`config.mk`:
```
export PLATFORM = sky130hd
export DESIGN_NAME = srs_top
export DESIGN_NICKNAME = d
export VERILOG_FILES = /design/src/hdl/srs_pkg.sv /design/src/hdl/srs_sub_unit.sv /design/src/hdl/srs_top.sv
export SDC_FILE = /design/constraint.sdc
export NUM_CORES = 2
export LEC_CHECK = 0
export BUFFER_PORTS_ARGS = -buffer_cell sky130_fd_sc_hd__buf_2
export CAP_MARGIN = 20
export CELL_PAD_IN_SITES_DETAIL_PLACEMENT = 1
export CELL_PAD_IN_SITES_GLOBAL_PLACEMENT = 1
export CORE_MARGIN = 2
export CORE_UTILIZATION = 46
export DETAILED_ROUTE_END_ITERATION = 10
export GPL_TIMING_DRIVEN = 0
export PLACE_DENSITY = 0.8
export SYNTH_ARGS = -nofsm -noshare
export SYNTH_HDL_FRONTEND = slang
export SYNTH_SLANG_ARGS = --single-unit
```
`constraint.sdc`:
```
create_clock -name ref_clk_i -period 24.1 [get_ports ref_clk_i]
set_input_delay 2.41 -clock ref_clk_i [delete_from_list [all_inputs] [get_ports ref_clk_i]]
set_output_delay 2.41 -clock ref_clk_i [all_outputs]
set_load 0.005 [all_outputs]
```
`src/hdl/srs_pkg.sv`:
```
// Notes on behaviour
// (RL1) Load special register from work register, one cycle
// (RL2) Read special register into work register, flags kept
// (RL3) File minus work: zero, digit carry, carry
// (RL4) Dest 0 to work register, 1 to file
// (RL5) Immediate minus work register into work register
// (RL6) Halt clears watchdog counter, divider, then halts
// (RL7) Halt sets timeout_flag_n, clears powerdown_flag_n only
// (RL8) Carry means no borrow; zero on zero result
package srs_pkg;

  // Register byte offsets on the AXI4-Lite port
  localparam logic [7:0] INSTR_OFFSET    = 8'h00;  // Write launches one instruction
  localparam logic [7:0] WORK_OFFSET     = 8'h04;  // Work register
  localparam logic [7:0] STATUS_OFFSET   = 8'h08;  // Flags and halt state
  localparam logic [7:0] FILE_PTR_OFFSET = 8'h0C;  // Index for the file and special windows
  localparam logic [7:0] FILE_DATA_OFFSET = 8'h10; // File register at the index
  localparam logic [7:0] SPEC_DATA_OFFSET = 8'h14; // Special page register at index[4:0]

  // Status register bit positions
  localparam int CARRY_BIT     = 0;
  localparam int DCARRY_BIT    = 1;
  localparam int ZERO_BIT      = 2;
  localparam int PD_N_BIT      = 3;
  localparam int TO_N_BIT      = 4;
  localparam int HALTED_BIT    = 5;

  // Values after reset
  localparam logic [7:0] WORK_RESET  = 8'h00;
  localparam logic       TO_N_RESET  = 1'b1;
  localparam logic       PD_N_RESET  = 1'b1;

  // Storage sizes
  localparam int FILE_DEPTH = 128;
  localparam int SPEC_DEPTH = 32;

  // AXI responses
  localparam logic [1:0] RESP_OKAY   = 2'h0;
  localparam logic [1:0] RESP_SLVERR = 2'h2;

  // Instruction opcodes
  typedef enum logic [2:0] {
    SRS_OP_NOP       = 3'h0,
    SRS_OP_LOAD_SPEC = 3'h1,
    SRS_OP_READ_SPEC = 3'h2,
    SRS_OP_SUB_FILE  = 3'h3,
    SRS_OP_SUB_IMM   = 3'h4,
    SRS_OP_HALT      = 3'h5
  } srs_op_e;

  // Instruction word as written to INSTR_OFFSET
  typedef struct packed {
    logic [7:0]  unused_hi;  // Bits 31:24
    logic [7:0]  imm;        // Bits 23:16 immediate
    logic        unused_a;   // Bit 15
    logic [6:0]  addr;       // Bits 14:8 file address, special index in [4:0]
    logic [3:0]  unused_b;   // Bits 7:4
    logic        dest;       // Bit 3 destination select
    srs_op_e     op;         // Bits 2:0 opcode
  } srs_instr_s;

  // Core run state
  typedef enum logic {
    SRS_RUN,
    SRS_HALT
  } srs_state_e;

endpackage

```
`src/hdl/srs_sub_unit.sv`:
```
`timescale 1ns/10ps
// Two's complement subtract minuend - subtrahend with flags
module srs_sub_unit #(
  parameter int WIDTH = 8
) (
  input  wire logic [WIDTH-1:0] minuend_i,     // File value or immediate
  input  wire logic [WIDTH-1:0] subtrahend_i,  // Work register
  output logic      [WIDTH-1:0] diff_o,        // Result
  output logic                  zero_o,        // Result is zero
  output logic                  dcarry_o,      // No borrow out of low nibble
  output logic                  carry_o        // No borrow out of top bit
);

  logic [WIDTH:0] full_sum;  // Add of inverse plus one, carry on top
  logic [4:0]     nib_sum;   // Low nibble add for the digit carry

  // Adding the inverse plus one gives carry set exactly when no borrow
  always_comb begin
    full_sum = {1'b0, minuend_i} + {1'b0, ~subtrahend_i} + {{WIDTH{1'b0}}, 1'b1};  // RL8
    nib_sum  = {1'b0, minuend_i[3:0]} + {1'b0, ~subtrahend_i[3:0]} + 5'h01;
    diff_o   = full_sum[WIDTH-1:0];
    carry_o  = full_sum[WIDTH];  // RL8
    dcarry_o = nib_sum[4];
    zero_o   = (full_sum[WIDTH-1:0] == '0);  // RL8
  end

endmodule // srs_sub_unit

```
`src/hdl/srs_top.sv`:
```
`timescale 1ns/10ps
// Executor for special register moves, subtracts and halt
module srs_top
  import srs_pkg::*;
(
  input  wire logic        ref_clk_i,           // 100 MHz clock
  input  wire logic        rst_i,               // Async reset, active high
  input  wire logic        wake_i,              // Leaves halt mode
  output logic             watchdog_clear_o,    // Clears watchdog counter and divider
  output logic             halted_o,            // Core is in halt mode
  output logic             timeout_flag_n_o,    // Time-out flag, active low
  output logic             powerdown_flag_n_o,  // Power-down flag, active low
  input  wire logic [7:0]  s_axi_awaddr,
  input  wire logic        s_axi_awvalid,
  output logic             s_axi_awready,
  input  wire logic [31:0] s_axi_wdata,
  input  wire logic [3:0]  s_axi_wstrb,
  input  wire logic        s_axi_wvalid,
  output logic             s_axi_wready,
  output logic [1:0]       s_axi_bresp,
  output logic             s_axi_bvalid,
  input  wire logic        s_axi_bready,
  input  wire logic [7:0]  s_axi_araddr,
  input  wire logic        s_axi_arvalid,
  output logic             s_axi_arready,
  output logic [31:0]      s_axi_rdata,
  output logic [1:0]       s_axi_rresp,
  output logic             s_axi_rvalid,
  input  wire logic        s_axi_rready
);

  // Write channel holding registers
  logic        aw_held;   // Write address taken, not yet used
  logic [7:0]  aw_addr;   // Held write address
  logic        w_held;    // Write data taken, not yet used
  logic [31:0] w_data;    // Held write data
  logic [3:0]  w_strb;    // Held byte strobes

  // Architectural state
  logic [7:0]  work_register;                       // Working register
  logic        carry_flag;                          // Carry, no borrow
  logic        digit_carry_flag;                    // Nibble carry
  logic        zero_flag;                           // Zero result
  logic [7:0]  file_regs [FILE_DEPTH];              // File register page
  logic [7:0]  special_page_register [SPEC_DEPTH];  // Special page
  logic [6:0]  file_ptr;                            // Window index
  srs_state_e  run_state;                           // Run or halt

  // Decode and datapath
  logic        do_write;   // Both halves present, response slot free
  logic        wr_any;     // At least one lane strobed
  logic        wr_hit;     // Write address is mapped
  logic        exec;       // Instruction executes this cycle
  srs_instr_s  instr;      // Instruction fields
  logic [4:0]  spec_idx;   // Special page index from operand
  logic [7:0]  sub_a;      // Minuend
  logic [7:0]  sub_diff;   // Difference
  logic        sub_zero;
  logic        sub_dcarry;
  logic        sub_carry;
  logic        is_sub;     // Either subtract opcode
  logic        rd_hit;     // Read address is mapped
  logic [31:0] rd_word;    // Read mux result

  // Channels are refused while a response is still pending
  assign s_axi_awready = !aw_held && !s_axi_bvalid;
  assign s_axi_wready  = !w_held && !s_axi_bvalid;
  assign s_axi_arready = !s_axi_rvalid;

  assign do_write = aw_held && w_held && !s_axi_bvalid;
  assign wr_any   = |w_strb;
  assign instr    = srs_instr_s'(w_data);
  assign spec_idx = instr.addr[4:0];

  // Write address decode
  always_comb begin
    unique case (aw_addr)
      INSTR_OFFSET, WORK_OFFSET, STATUS_OFFSET,
      FILE_PTR_OFFSET, FILE_DATA_OFFSET, SPEC_DATA_OFFSET: wr_hit = 1'b1;
      default:                                             wr_hit = 1'b0;
    endcase
  end

  // A halted core ignores instructions until woken
  assign exec = do_write && wr_any && wr_hit && (aw_addr == INSTR_OFFSET) && (run_state == SRS_RUN);

  // Immediate subtract uses the operand, the other uses the file value
  assign is_sub = (instr.op == SRS_OP_SUB_FILE) || (instr.op == SRS_OP_SUB_IMM);
  assign sub_a  = (instr.op == SRS_OP_SUB_IMM) ? instr.imm : file_regs[instr.addr];  // RL3 RL5

  srs_sub_unit #(
    .WIDTH (8)
  ) u_sub (
    .minuend_i    (sub_a),
    .subtrahend_i (work_register),
    .diff_o       (sub_diff),
    .zero_o       (sub_zero),
    .dcarry_o     (sub_dcarry),
    .carry_o      (sub_carry)
  );

  // Address and data halves are taken in either order
  always_ff @(posedge ref_clk_i or posedge rst_i) begin
    if (rst_i) begin
      aw_held <= 1'b0;
      aw_addr <= 8'h00;
      w_held  <= 1'b0;
      w_data  <= 32'h00000000;
      w_strb  <= 4'h0;
    end else begin
      if (s_axi_awvalid && s_axi_awready) begin
        aw_held <= 1'b1;
        aw_addr <= s_axi_awaddr;
      end else if (do_write) begin
        aw_held <= 1'b0;
      end
      if (s_axi_wvalid && s_axi_wready) begin
        w_held <= 1'b1;
        w_data <= s_axi_wdata;
        w_strb <= s_axi_wstrb;
      end else if (do_write) begin
        w_held <= 1'b0;
      end
    end
  end

  // Write response, one per completed write
  always_ff @(posedge ref_clk_i or posedge rst_i) begin
    if (rst_i) begin
      s_axi_bvalid <= 1'b0;
      s_axi_bresp  <= RESP_OKAY;
    end else if (do_write) begin
      s_axi_bvalid <= 1'b1;
      s_axi_bresp  <= wr_hit ? RESP_OKAY : RESP_SLVERR;
    end else if (s_axi_bready) begin
      s_axi_bvalid <= 1'b0;
    end
  end

  // Read mux over mapped registers, unused bits read as zero
  always_comb begin
    rd_hit  = 1'b1;
    rd_word = 32'h00000000;
    unique case (s_axi_araddr)
      WORK_OFFSET:      rd_word[7:0] = work_register;
      STATUS_OFFSET: begin
        rd_word[CARRY_BIT]  = carry_flag;
        rd_word[DCARRY_BIT] = digit_carry_flag;
        rd_word[ZERO_BIT]   = zero_flag;
        rd_word[PD_N_BIT]   = powerdown_flag_n_o;
        rd_word[TO_N_BIT]   = timeout_flag_n_o;
        rd_word[HALTED_BIT] = (run_state == SRS_HALT);
      end
      FILE_PTR_OFFSET:  rd_word[6:0] = file_ptr;
      FILE_DATA_OFFSET: rd_word[7:0] = file_regs[file_ptr];
      SPEC_DATA_OFFSET: rd_word[7:0] = special_page_register[file_ptr[4:0]];
      INSTR_OFFSET:     rd_word = 32'h00000000;  // Write-only, reads zero
      default:          rd_hit = 1'b0;
    endcase
  end

  // Read channel, data captured on the address handshake
  always_ff @(posedge ref_clk_i or posedge rst_i) begin
    if (rst_i) begin
      s_axi_rvalid <= 1'b0;
      s_axi_rdata  <= 32'h00000000;
      s_axi_rresp  <= RESP_OKAY;
    end else if (s_axi_arvalid && s_axi_arready) begin
      s_axi_rvalid <= 1'b1;
      s_axi_rdata  <= rd_word;
      s_axi_rresp  <= rd_hit ? RESP_OKAY : RESP_SLVERR;
    end else if (s_axi_rready) begin
      s_axi_rvalid <= 1'b0;
    end
  end

  // Work register: software, special read and subtract results
  always_ff @(posedge ref_clk_i or posedge rst_i) begin
    if (rst_i) begin
      work_register <= WORK_RESET;
    end else if (exec) begin
      unique case (instr.op)
        SRS_OP_READ_SPEC: work_register <= special_page_register[spec_idx];  // RL2
        SRS_OP_SUB_FILE: begin
          if (!instr.dest) begin
            work_register <= sub_diff;  // RL4
          end
        end
        SRS_OP_SUB_IMM:   work_register <= sub_diff;  // RL5
        default:          work_register <= work_register;
      endcase
    end else if (do_write && wr_any && aw_addr == WORK_OFFSET) begin
      work_register <= w_data[7:0];
    end
  end

  // Arithmetic flags; moves and halt leave them alone
  always_ff @(posedge ref_clk_i or posedge rst_i) begin
    if (rst_i) begin
      carry_flag       <= 1'b0;
      digit_carry_flag <= 1'b0;
      zero_flag        <= 1'b0;
    end else if (exec && is_sub) begin
      carry_flag       <= sub_carry;   // RL3 RL5 RL8
      digit_carry_flag <= sub_dcarry;  // RL3 RL5
      zero_flag        <= sub_zero;    // RL8
    end else if (do_write && wr_any && aw_addr == STATUS_OFFSET) begin
      carry_flag       <= w_data[CARRY_BIT];
      digit_carry_flag <= w_data[DCARRY_BIT];
      zero_flag        <= w_data[ZERO_BIT];
    end
  end

  // File page: write-back subtract or software window
  always_ff @(posedge ref_clk_i) begin
    if (exec && instr.op == SRS_OP_SUB_FILE && instr.dest) begin
      file_regs[instr.addr] <= sub_diff;  // RL4
    end else if (do_write && wr_any && aw_addr == FILE_DATA_OFFSET) begin
      file_regs[file_ptr] <= w_data[7:0];
    end
  end

  // Special page: loaded from the work register or software window
  always_ff @(posedge ref_clk_i) begin
    if (exec && instr.op == SRS_OP_LOAD_SPEC) begin
      special_page_register[spec_idx] <= work_register;  // RL1
    end else if (do_write && wr_any && aw_addr == SPEC_DATA_OFFSET) begin
      special_page_register[file_ptr[4:0]] <= w_data[7:0];
    end
  end

  // Window index
  always_ff @(posedge ref_clk_i or posedge rst_i) begin
    if (rst_i) begin
      file_ptr <= 7'h00;
    end else if (do_write && wr_any && aw_addr == FILE_PTR_OFFSET) begin
      file_ptr <= w_data[6:0];
    end
  end

  // Halt: clear pulse and state change land on the same edge
  always_ff @(posedge ref_clk_i or posedge rst_i) begin
    if (rst_i) begin
      run_state        <= SRS_RUN;
      watchdog_clear_o <= 1'b0;
    end else begin
      watchdog_clear_o <= exec && instr.op == SRS_OP_HALT;  // RL6
      unique case (run_state)
        SRS_RUN: begin
          if (exec && instr.op == SRS_OP_HALT) begin
            run_state <= SRS_HALT;  // RL6
          end
        end
        SRS_HALT: begin
          if (wake_i) begin
            run_state <= SRS_RUN;
          end
        end
      endcase
    end
  end

  assign halted_o = (run_state == SRS_HALT);

  // Time-out and power-down flags change only on halt
  always_ff @(posedge ref_clk_i or posedge rst_i) begin
    if (rst_i) begin
      timeout_flag_n_o   <= TO_N_RESET;
      powerdown_flag_n_o <= PD_N_RESET;
    end else if (exec && instr.op == SRS_OP_HALT) begin
      timeout_flag_n_o   <= 1'b1;  // RL7
      powerdown_flag_n_o <= 1'b0;  // RL7
    end
  end

endmodule // srs_top

```
== Word-level counts from Yosys, hierarchy flattened ==
Memories as Yosys holds them, arrays and structs flattened.
Cells that the tools add are included.

* Register bits after elaboration: 73
* Memory bits (writable): 1280
* Output and inout bits: 45
* Memories: 2

* Add/subtract/negate cells: 4
* Equality and inequality tests: 17
* Muxes and demuxes: 44
* Bitwise operators: 3
* Reduce and logical (&&, ||, !) cells: 41

{| class="wikitable"
|+ Memories
! name !! words !! width !! rd ports !! clocked after Yosys merged registers in !! wr ports !! RTL line !! RTL
|-
| file_regs || 128 || 8 || 2 || 0 || 1 || srs_top.sv:44 || <nowiki>logic [7:0] file_regs [FILE_DEPTH];</nowiki>
|-
| special_page_register || 32 || 8 || 2 || 0 || 1 || srs_top.sv:45 || <nowiki>logic [7:0] special_page_register [SPEC_DEPTH];</nowiki>
|}

{| class="wikitable"
|+ Operator list
! cell !! count
|-
| 8-bit 2-to-1 mux || 6
|-
| 8-bit by 4-bit == test with 1-bit output (second input constant) || 4
|-
| 8-bit by 5-bit == test with 1-bit output (second input constant) || 4
|-
| 6-bit case mux with 5 select lines || 1
|-
| 1-bit 2-to-1 mux || 29
|-
| 8-bit logical NOT || 3
|-
| 8-bit case mux with 3 select lines || 1
|-
| 1-bit logical AND || 21
|-
| 8-bit by 3-bit == test with 1-bit output (second input constant) || 2
|-
| 8-bit OR reduction || 2
|-
| 2-bit nonzero test || 6
|-
| 6-bit OR reduction || 2
|-
| 8-bit by 8-bit adder with 9-bit output || 1
|-
| 9-bit by 1-bit adder with 9-bit output (second input constant) || 1
|-
| 8-bit NOT || 1
|-
| 7-bit 2-to-1 mux || 1
|-
| 3-bit by 2-bit == test with 1-bit output (second input constant) || 2
|-
| 3-bit == test (second input constant) || 2
|-
| 4-bit by 4-bit adder with 5-bit output || 1
|-
| 5-bit by 1-bit adder with 5-bit output (second input constant) || 1
|-
| 5-bit 2-to-1 mux || 1
|-
| 1-bit logical NOT || 4
|-
| 2-bit 2-to-1 mux || 2
|-
| 4-bit by 1-bit != test with 1-bit output (second input constant) || 1
|-
| 10 further kinds || 10
|}

== Logic depth before layout (Yosys ltp) ==
* Depth after elaboration: 12
* Depth in mapped cells: 21
* Depth with buffers taken out: 16

== Modules after synthesis ==
A second synthesis with hierarchy kept.

* Cells, all modules: 3475
* Area, all modules: 64011.4 um^2

{| class="wikitable"
|+ Modules (own cells, without submodules)
! module !! instances !! cells an instance !! area an instance (um^2) !! seq. area each (um^2)
|-
| srs_top || 1 || 3419 || 63599.7 || 40189.8
|-
| srs_sub_unit || 1 || 56 || 411.6 || 0.0
|}

== Worst setup path after synthesis ==
OpenSTA, ideal clock, no wires.

* Kind: reg2reg
* Start point: register w_data[9] (netlist: instr[9])
* End point: memory file_regs[0][6] (data pin)
* Data arrival time: 9276 ps
* Data required time: 22875 ps
* Path slack: 13599 ps
* Cell stages (with the launch flop): 18
* Period minus slack after synthesis: 10501 ps
* Path through: dfrtp_1 > clkbuf_1 > buf_2 > clkbuf_1 > clkbuf_1 > mux4_2 > mux4_2 > a211oi_1 > nand3_1 > o211ai_1 > ha_1 > inv_1 > fa_1 > a21o_1 > a21oi_1 > nor2_1 > o31a_1 > o31ai_1

* Longest elaborated chain between the ends: 5

{| class="wikitable"
|+ Ends and longest elaborated chain
! item !! RTL line !! RTL
|-
| start: declaration || srs_top.sv:36 || <nowiki>logic [31:0] w_data;</nowiki>
|-
| start signal: assignment || srs_top.sv:119 || <nowiki>w_data <= s_axi_wdata;</nowiki>
|-
| memory 128 x 8 bit || n/a ||
|-
| 8-bit 2-to-1 mux || srs_top.sv:89 || <nowiki>assign sub_a = (instr.op == SRS_OP_SUB_IMM) ? instr.imm : file_regs[instr.addr];</nowiki>
|-
| 8-bit by 8-bit adder with 9-bit output || srs_sub_unit.sv:19 || <nowiki>full_sum = {1'b0, minuend_i} + {1'b0, ~subtrahend_i} + {{WIDTH{1'b0}}, 1'b1};</nowiki>
|-
| 9-bit by 1-bit adder with 9-bit output || srs_sub_unit.sv:19 ||
|-
| 8-bit 2-to-1 mux (no source line) || n/a ||
|-
| end: declaration || srs_top.sv:44 ||
|}

Every way passes these cells.

== Worst setup path in the final report ==
* Start point: register w_data[9] (netlist: instr[9])
* End point: memory file_regs[15][4] (data pin)

The elaborated chain is that of the path after synthesis.

==> impl_metrics.tcl <==
set metrics [dict create \
    status "finished, final reports clean" \
    route.antenna.remaining_nets 0 \
    worst-r2r-setup-slack_ns 16.23 \
    maxCapViolCount 0 \
    placed_area_mm2 0.0687 \
    pin_count 105 \
    grtUsageMet3 0.163 \
    cts_buffer_depth 3 \
    r2r_start "instr[9]" \
    dr.pass1.iters 6 \
    viasPerCell 7.65 \
    dp_hpwl_mm 197 \
    root_buffer "clkbuf_16" \
    placed_cells 5266 \
    fin_cells 5558 \
    cts_hold_buf 0 \
    grt_util_met2 0.555 \
    ys_seq_area_frac 0.629 \
    dr.first_iter.drc_count 8520 \
    start_util 0.464 \
    cts_sinks 1350 \
    reg2regPathDepth 18 \
    min_period_ns 7.87 \
    remaining_drc_errors 0 \
    syn_area_mm2 0.0639 \
    synth-seq-cells 1350 \
    grt_pass1_wl_mm 367 \
    fin_crit_sh 0.327 \
    final_cell_mix "1,280 x edfxtp_1, 776 x mux4_2, 204 x nor2_1" \
    rr_endpoint "file_regs[15][4]" \
    avgSynthCellArea_um2 19.7 \
    antenna_found_initial 22 \
    leakage_nw 23.4 \
    fmax_mhz 127 \
    worstMarginPinSlew_ns 1.35 \
    fin_ws_ns 16.23 \
    finalSetupViolations 0 \
    skew_ns 0.0334 \
    synth_ff_type "edfxtp_1" \
    crit_fanout 38 \
    worstPathRequired_ns 24.74 \
    dp_slack_ns 16.65 \
    ys_async_sr_fraction 0.0519 \
    nets 3711 \
    vias 42500 \
    cts.repair.resized 0 \
    worstHoldStart "s_axi_bresp[1]" \
    grt.busiest_layer "met2" \
    track_usage 0.391 \
    gp_congestion 1.05 \
    ys_types 82 \
    wirelength_mm 275 \
    tritoncts "yes" \
    maxSlewHeadroom 0.102 \
    routedWlPerCell_um 49.5 \
    worstSetupPathType "flop to flop" \
    hold_viol_final 0 \
    hold_end "s_axi_bresp[1]" \
    setup_tns_ns 0 \
    grt_pass1_vias 41500 \
    peakVddDrop_mv 0.238 \
    grt_max_degree 50 \
    postCtsSetupBuffers 0 \
    crit_arrival_ns 8.51 \
    insertion_delay_ns 0.83 \
    drive_gt1_frac 0.392 \
    finalInstanceArea_mm2 0.0737 \
    worstHoldPathType "flop to flop" \
    final_common_cell "edfxtp_1" \
    dieArea_mm2 0.142 \
    core_area_mm2 0.138 \
    die_w_um 377 \
    grt_overflow 0 \
    power.density_mw_per_mm2 168 \
    cts_buffers 142 \
    finalPower_mw 12.4 \
    cts.htree.levels 4 \
    syn_inst 3237 \
    ys_warn_count 0 \
    crit_path_start_kind "flop" \
    drv_slew 0 \
    rows 136 \
    portBuffers 68 \
    die_h_um 377 \
    met1_usage 0.484 \
    syn2layout_area_growth_pct 15.4 \
    synth_edf_count 1280 \
    rsz0062_at_grt "false" \
    clk_pin_slew_ns 0.06 \
    cp-end-kind "flop" \
    holdPathStages 2 \
]
[through the flow]
step	hold slack, ns	utilization
2_1_floorplan	0.457	-
3_5_place_dp	0.479	0.499
4_1_cts	0.503	0.533
6_report	0.509	0.535
3_3_place_gp	0.461	0.483
5_1_grt	0.525	0.535
[worst max path at each step]
stage | startpoint | endpoint | slack (ns) | cells past startpoint
CTS | instr[9] | file_regs[6][4] | 16.62 | 18
global placement | instr[9] | file_regs[78][4] | 5.15 | 16
floorplan | instr[9] | file_regs[0][6] | 13.60 | 17
finish | instr[9] | file_regs[15][4] | 16.23 | 18
global route | instr[9] | file_regs[16][4] | 16.35 | 18
detailed placement | instr[9] | file_regs[4][6] | 16.65 | 20
[critical path, stage by stage (launching register included)]
cell,delay (ns)
dfrtp_1,0.33
clkbuf_1,0.28
buf_2,0.55
buf_1,0.94
clkbuf_1,0.92
mux4_2,0.42
mux4_2,0.51
a22oi_1,0.35
nand3_1,0.16
o211ai_1,0.23
ha_1,0.25
inv_1,0.06
fa_1,0.42
a21o_1,0.19
a21oi_1,0.38
xnor2_1,0.26
o21ai_4,0.84
buf_12,0.30
buf_12,0.23
[cell usage after synthesis (6+ instances only)]
| master | n | area, um^2 |
|---|---|---|
| a31oi_1 | 21 | 131 |
| a211oi_1 | 16 | 120 |
| dfrtp_1 | 69 | 1730 |
| clkbuf_1 | 110 | 413 |
| a22oi_1 | 13 | 97.6 |
| nor2_1 | 206 | 773 |
| nor2b_1 | 13 | 81.3 |
| buf_2 | 90 | 450 |
| nand2b_1 | 13 | 81.3 |
| o21ai_0 | 44 | 220 |
| buf_4 | 42 | 315 |
| edfxtp_1 | 1280 | 38400 |
| buf_1 | 20 | 75.1 |
| a22o_1 | 6 | 52.6 |
| ha_1 | 8 | 100 |
| buf_6 | 7 | 78.8 |
| o31ai_1 | 10 | 75.1 |
| a21oi_1 | 39 | 195 |
| inv_1 | 26 | 97.6 |
| o22ai_1 | 27 | 169 |
| mux4_2 | 776 | 17500 |
| o211ai_1 | 21 | 158 |
| o2bb2ai_1 | 6 | 52.6 |
| mux2_2 | 40 | 450 |
| or4_1 | 6 | 45.0 |
| nand2_2 | 12 | 75.1 |
| mux2i_1 | 34 | 340 |
| nor3_1 | 8 | 40.0 |
| nand3_1 | 33 | 165 |
| nand2_1 | 137 | 514 |
| and2_1 | 7 | 43.8 |
| or3_1 | 6 | 37.5 |
[report_power, final]
part | switching [mW] | total, mW | internal (mW) | leakage [nW]
Sequential | 0.0564 | 4.31 | 4.25 | 12.5
Clock | 0.993 | 2.27 | 1.28 | 2.27
Combinational | 4.03 | 5.81 | 1.77 | 8.63
Total | 5.08 | 12.4 | 7.30 | 23.4
[layout make-up]
| type | instances | area (um^2) |
|---|---|---|
| diodes | 6 | 15.0 |
| plain buffers | 269 | 1360 |
| clock buffers | 168 | 3730 |
| clock inverters | 92 | 925 |
| fillers | 12200 | 64000 |
| inverters | 28 | 108 |
| multi-input cells | 1615 | 22500 |
| flip-flops and latches | 1350 | 40200 |
| well taps | 1794 | 2240 |
| repair buffers | 236 | 2660 |
[sequential cells by signal, summed over array words and instances, names as in the netlist]
name                   flops
instr                     23
aw_addr                    8
digit_carry_flag           1
s_axi_rvalid               1
watchdog_clear_o           1
file_ptr                   7
s_axi_bvalid               1
special_page_register    256
zero_flag                  1
w_held                     1
w_strb                     4
work_register              8
file_regs               1024
aw_held                    1
carry_flag                 1
s_axi_rdata                8
powerdown_flag_n_o         1
s_axi_bresp                1
halted_o                   1
s_axi_rresp                1
[routing by layer]
metal	routed length, um	vias to the layer above	part of all wire
met4	25500	22	0.093
met1	87100	22100	0.32
met5	155	-	0.00056
met3	45700	1154	0.17
li1	-	14700	-
met2	117000	4540	0.42
[kinds of logic after synthesis]
kind of cell / Yosys count / synth area share
AO/OA/AOI/OAI: 248 / 0.0262
XOR/XNOR: 6 / 0.000823
adder cells (fa/ha/maj): 9 / 0.00188
buffers and inverters: 297 / 0.0225
flip-flops: 1350 / 0.629
multiplexers: 850 / 0.286
other: 2 / 0.000118
AND/OR/NAND/NOR: 475 / 0.0333
Power figures use the tool's default switching activity.
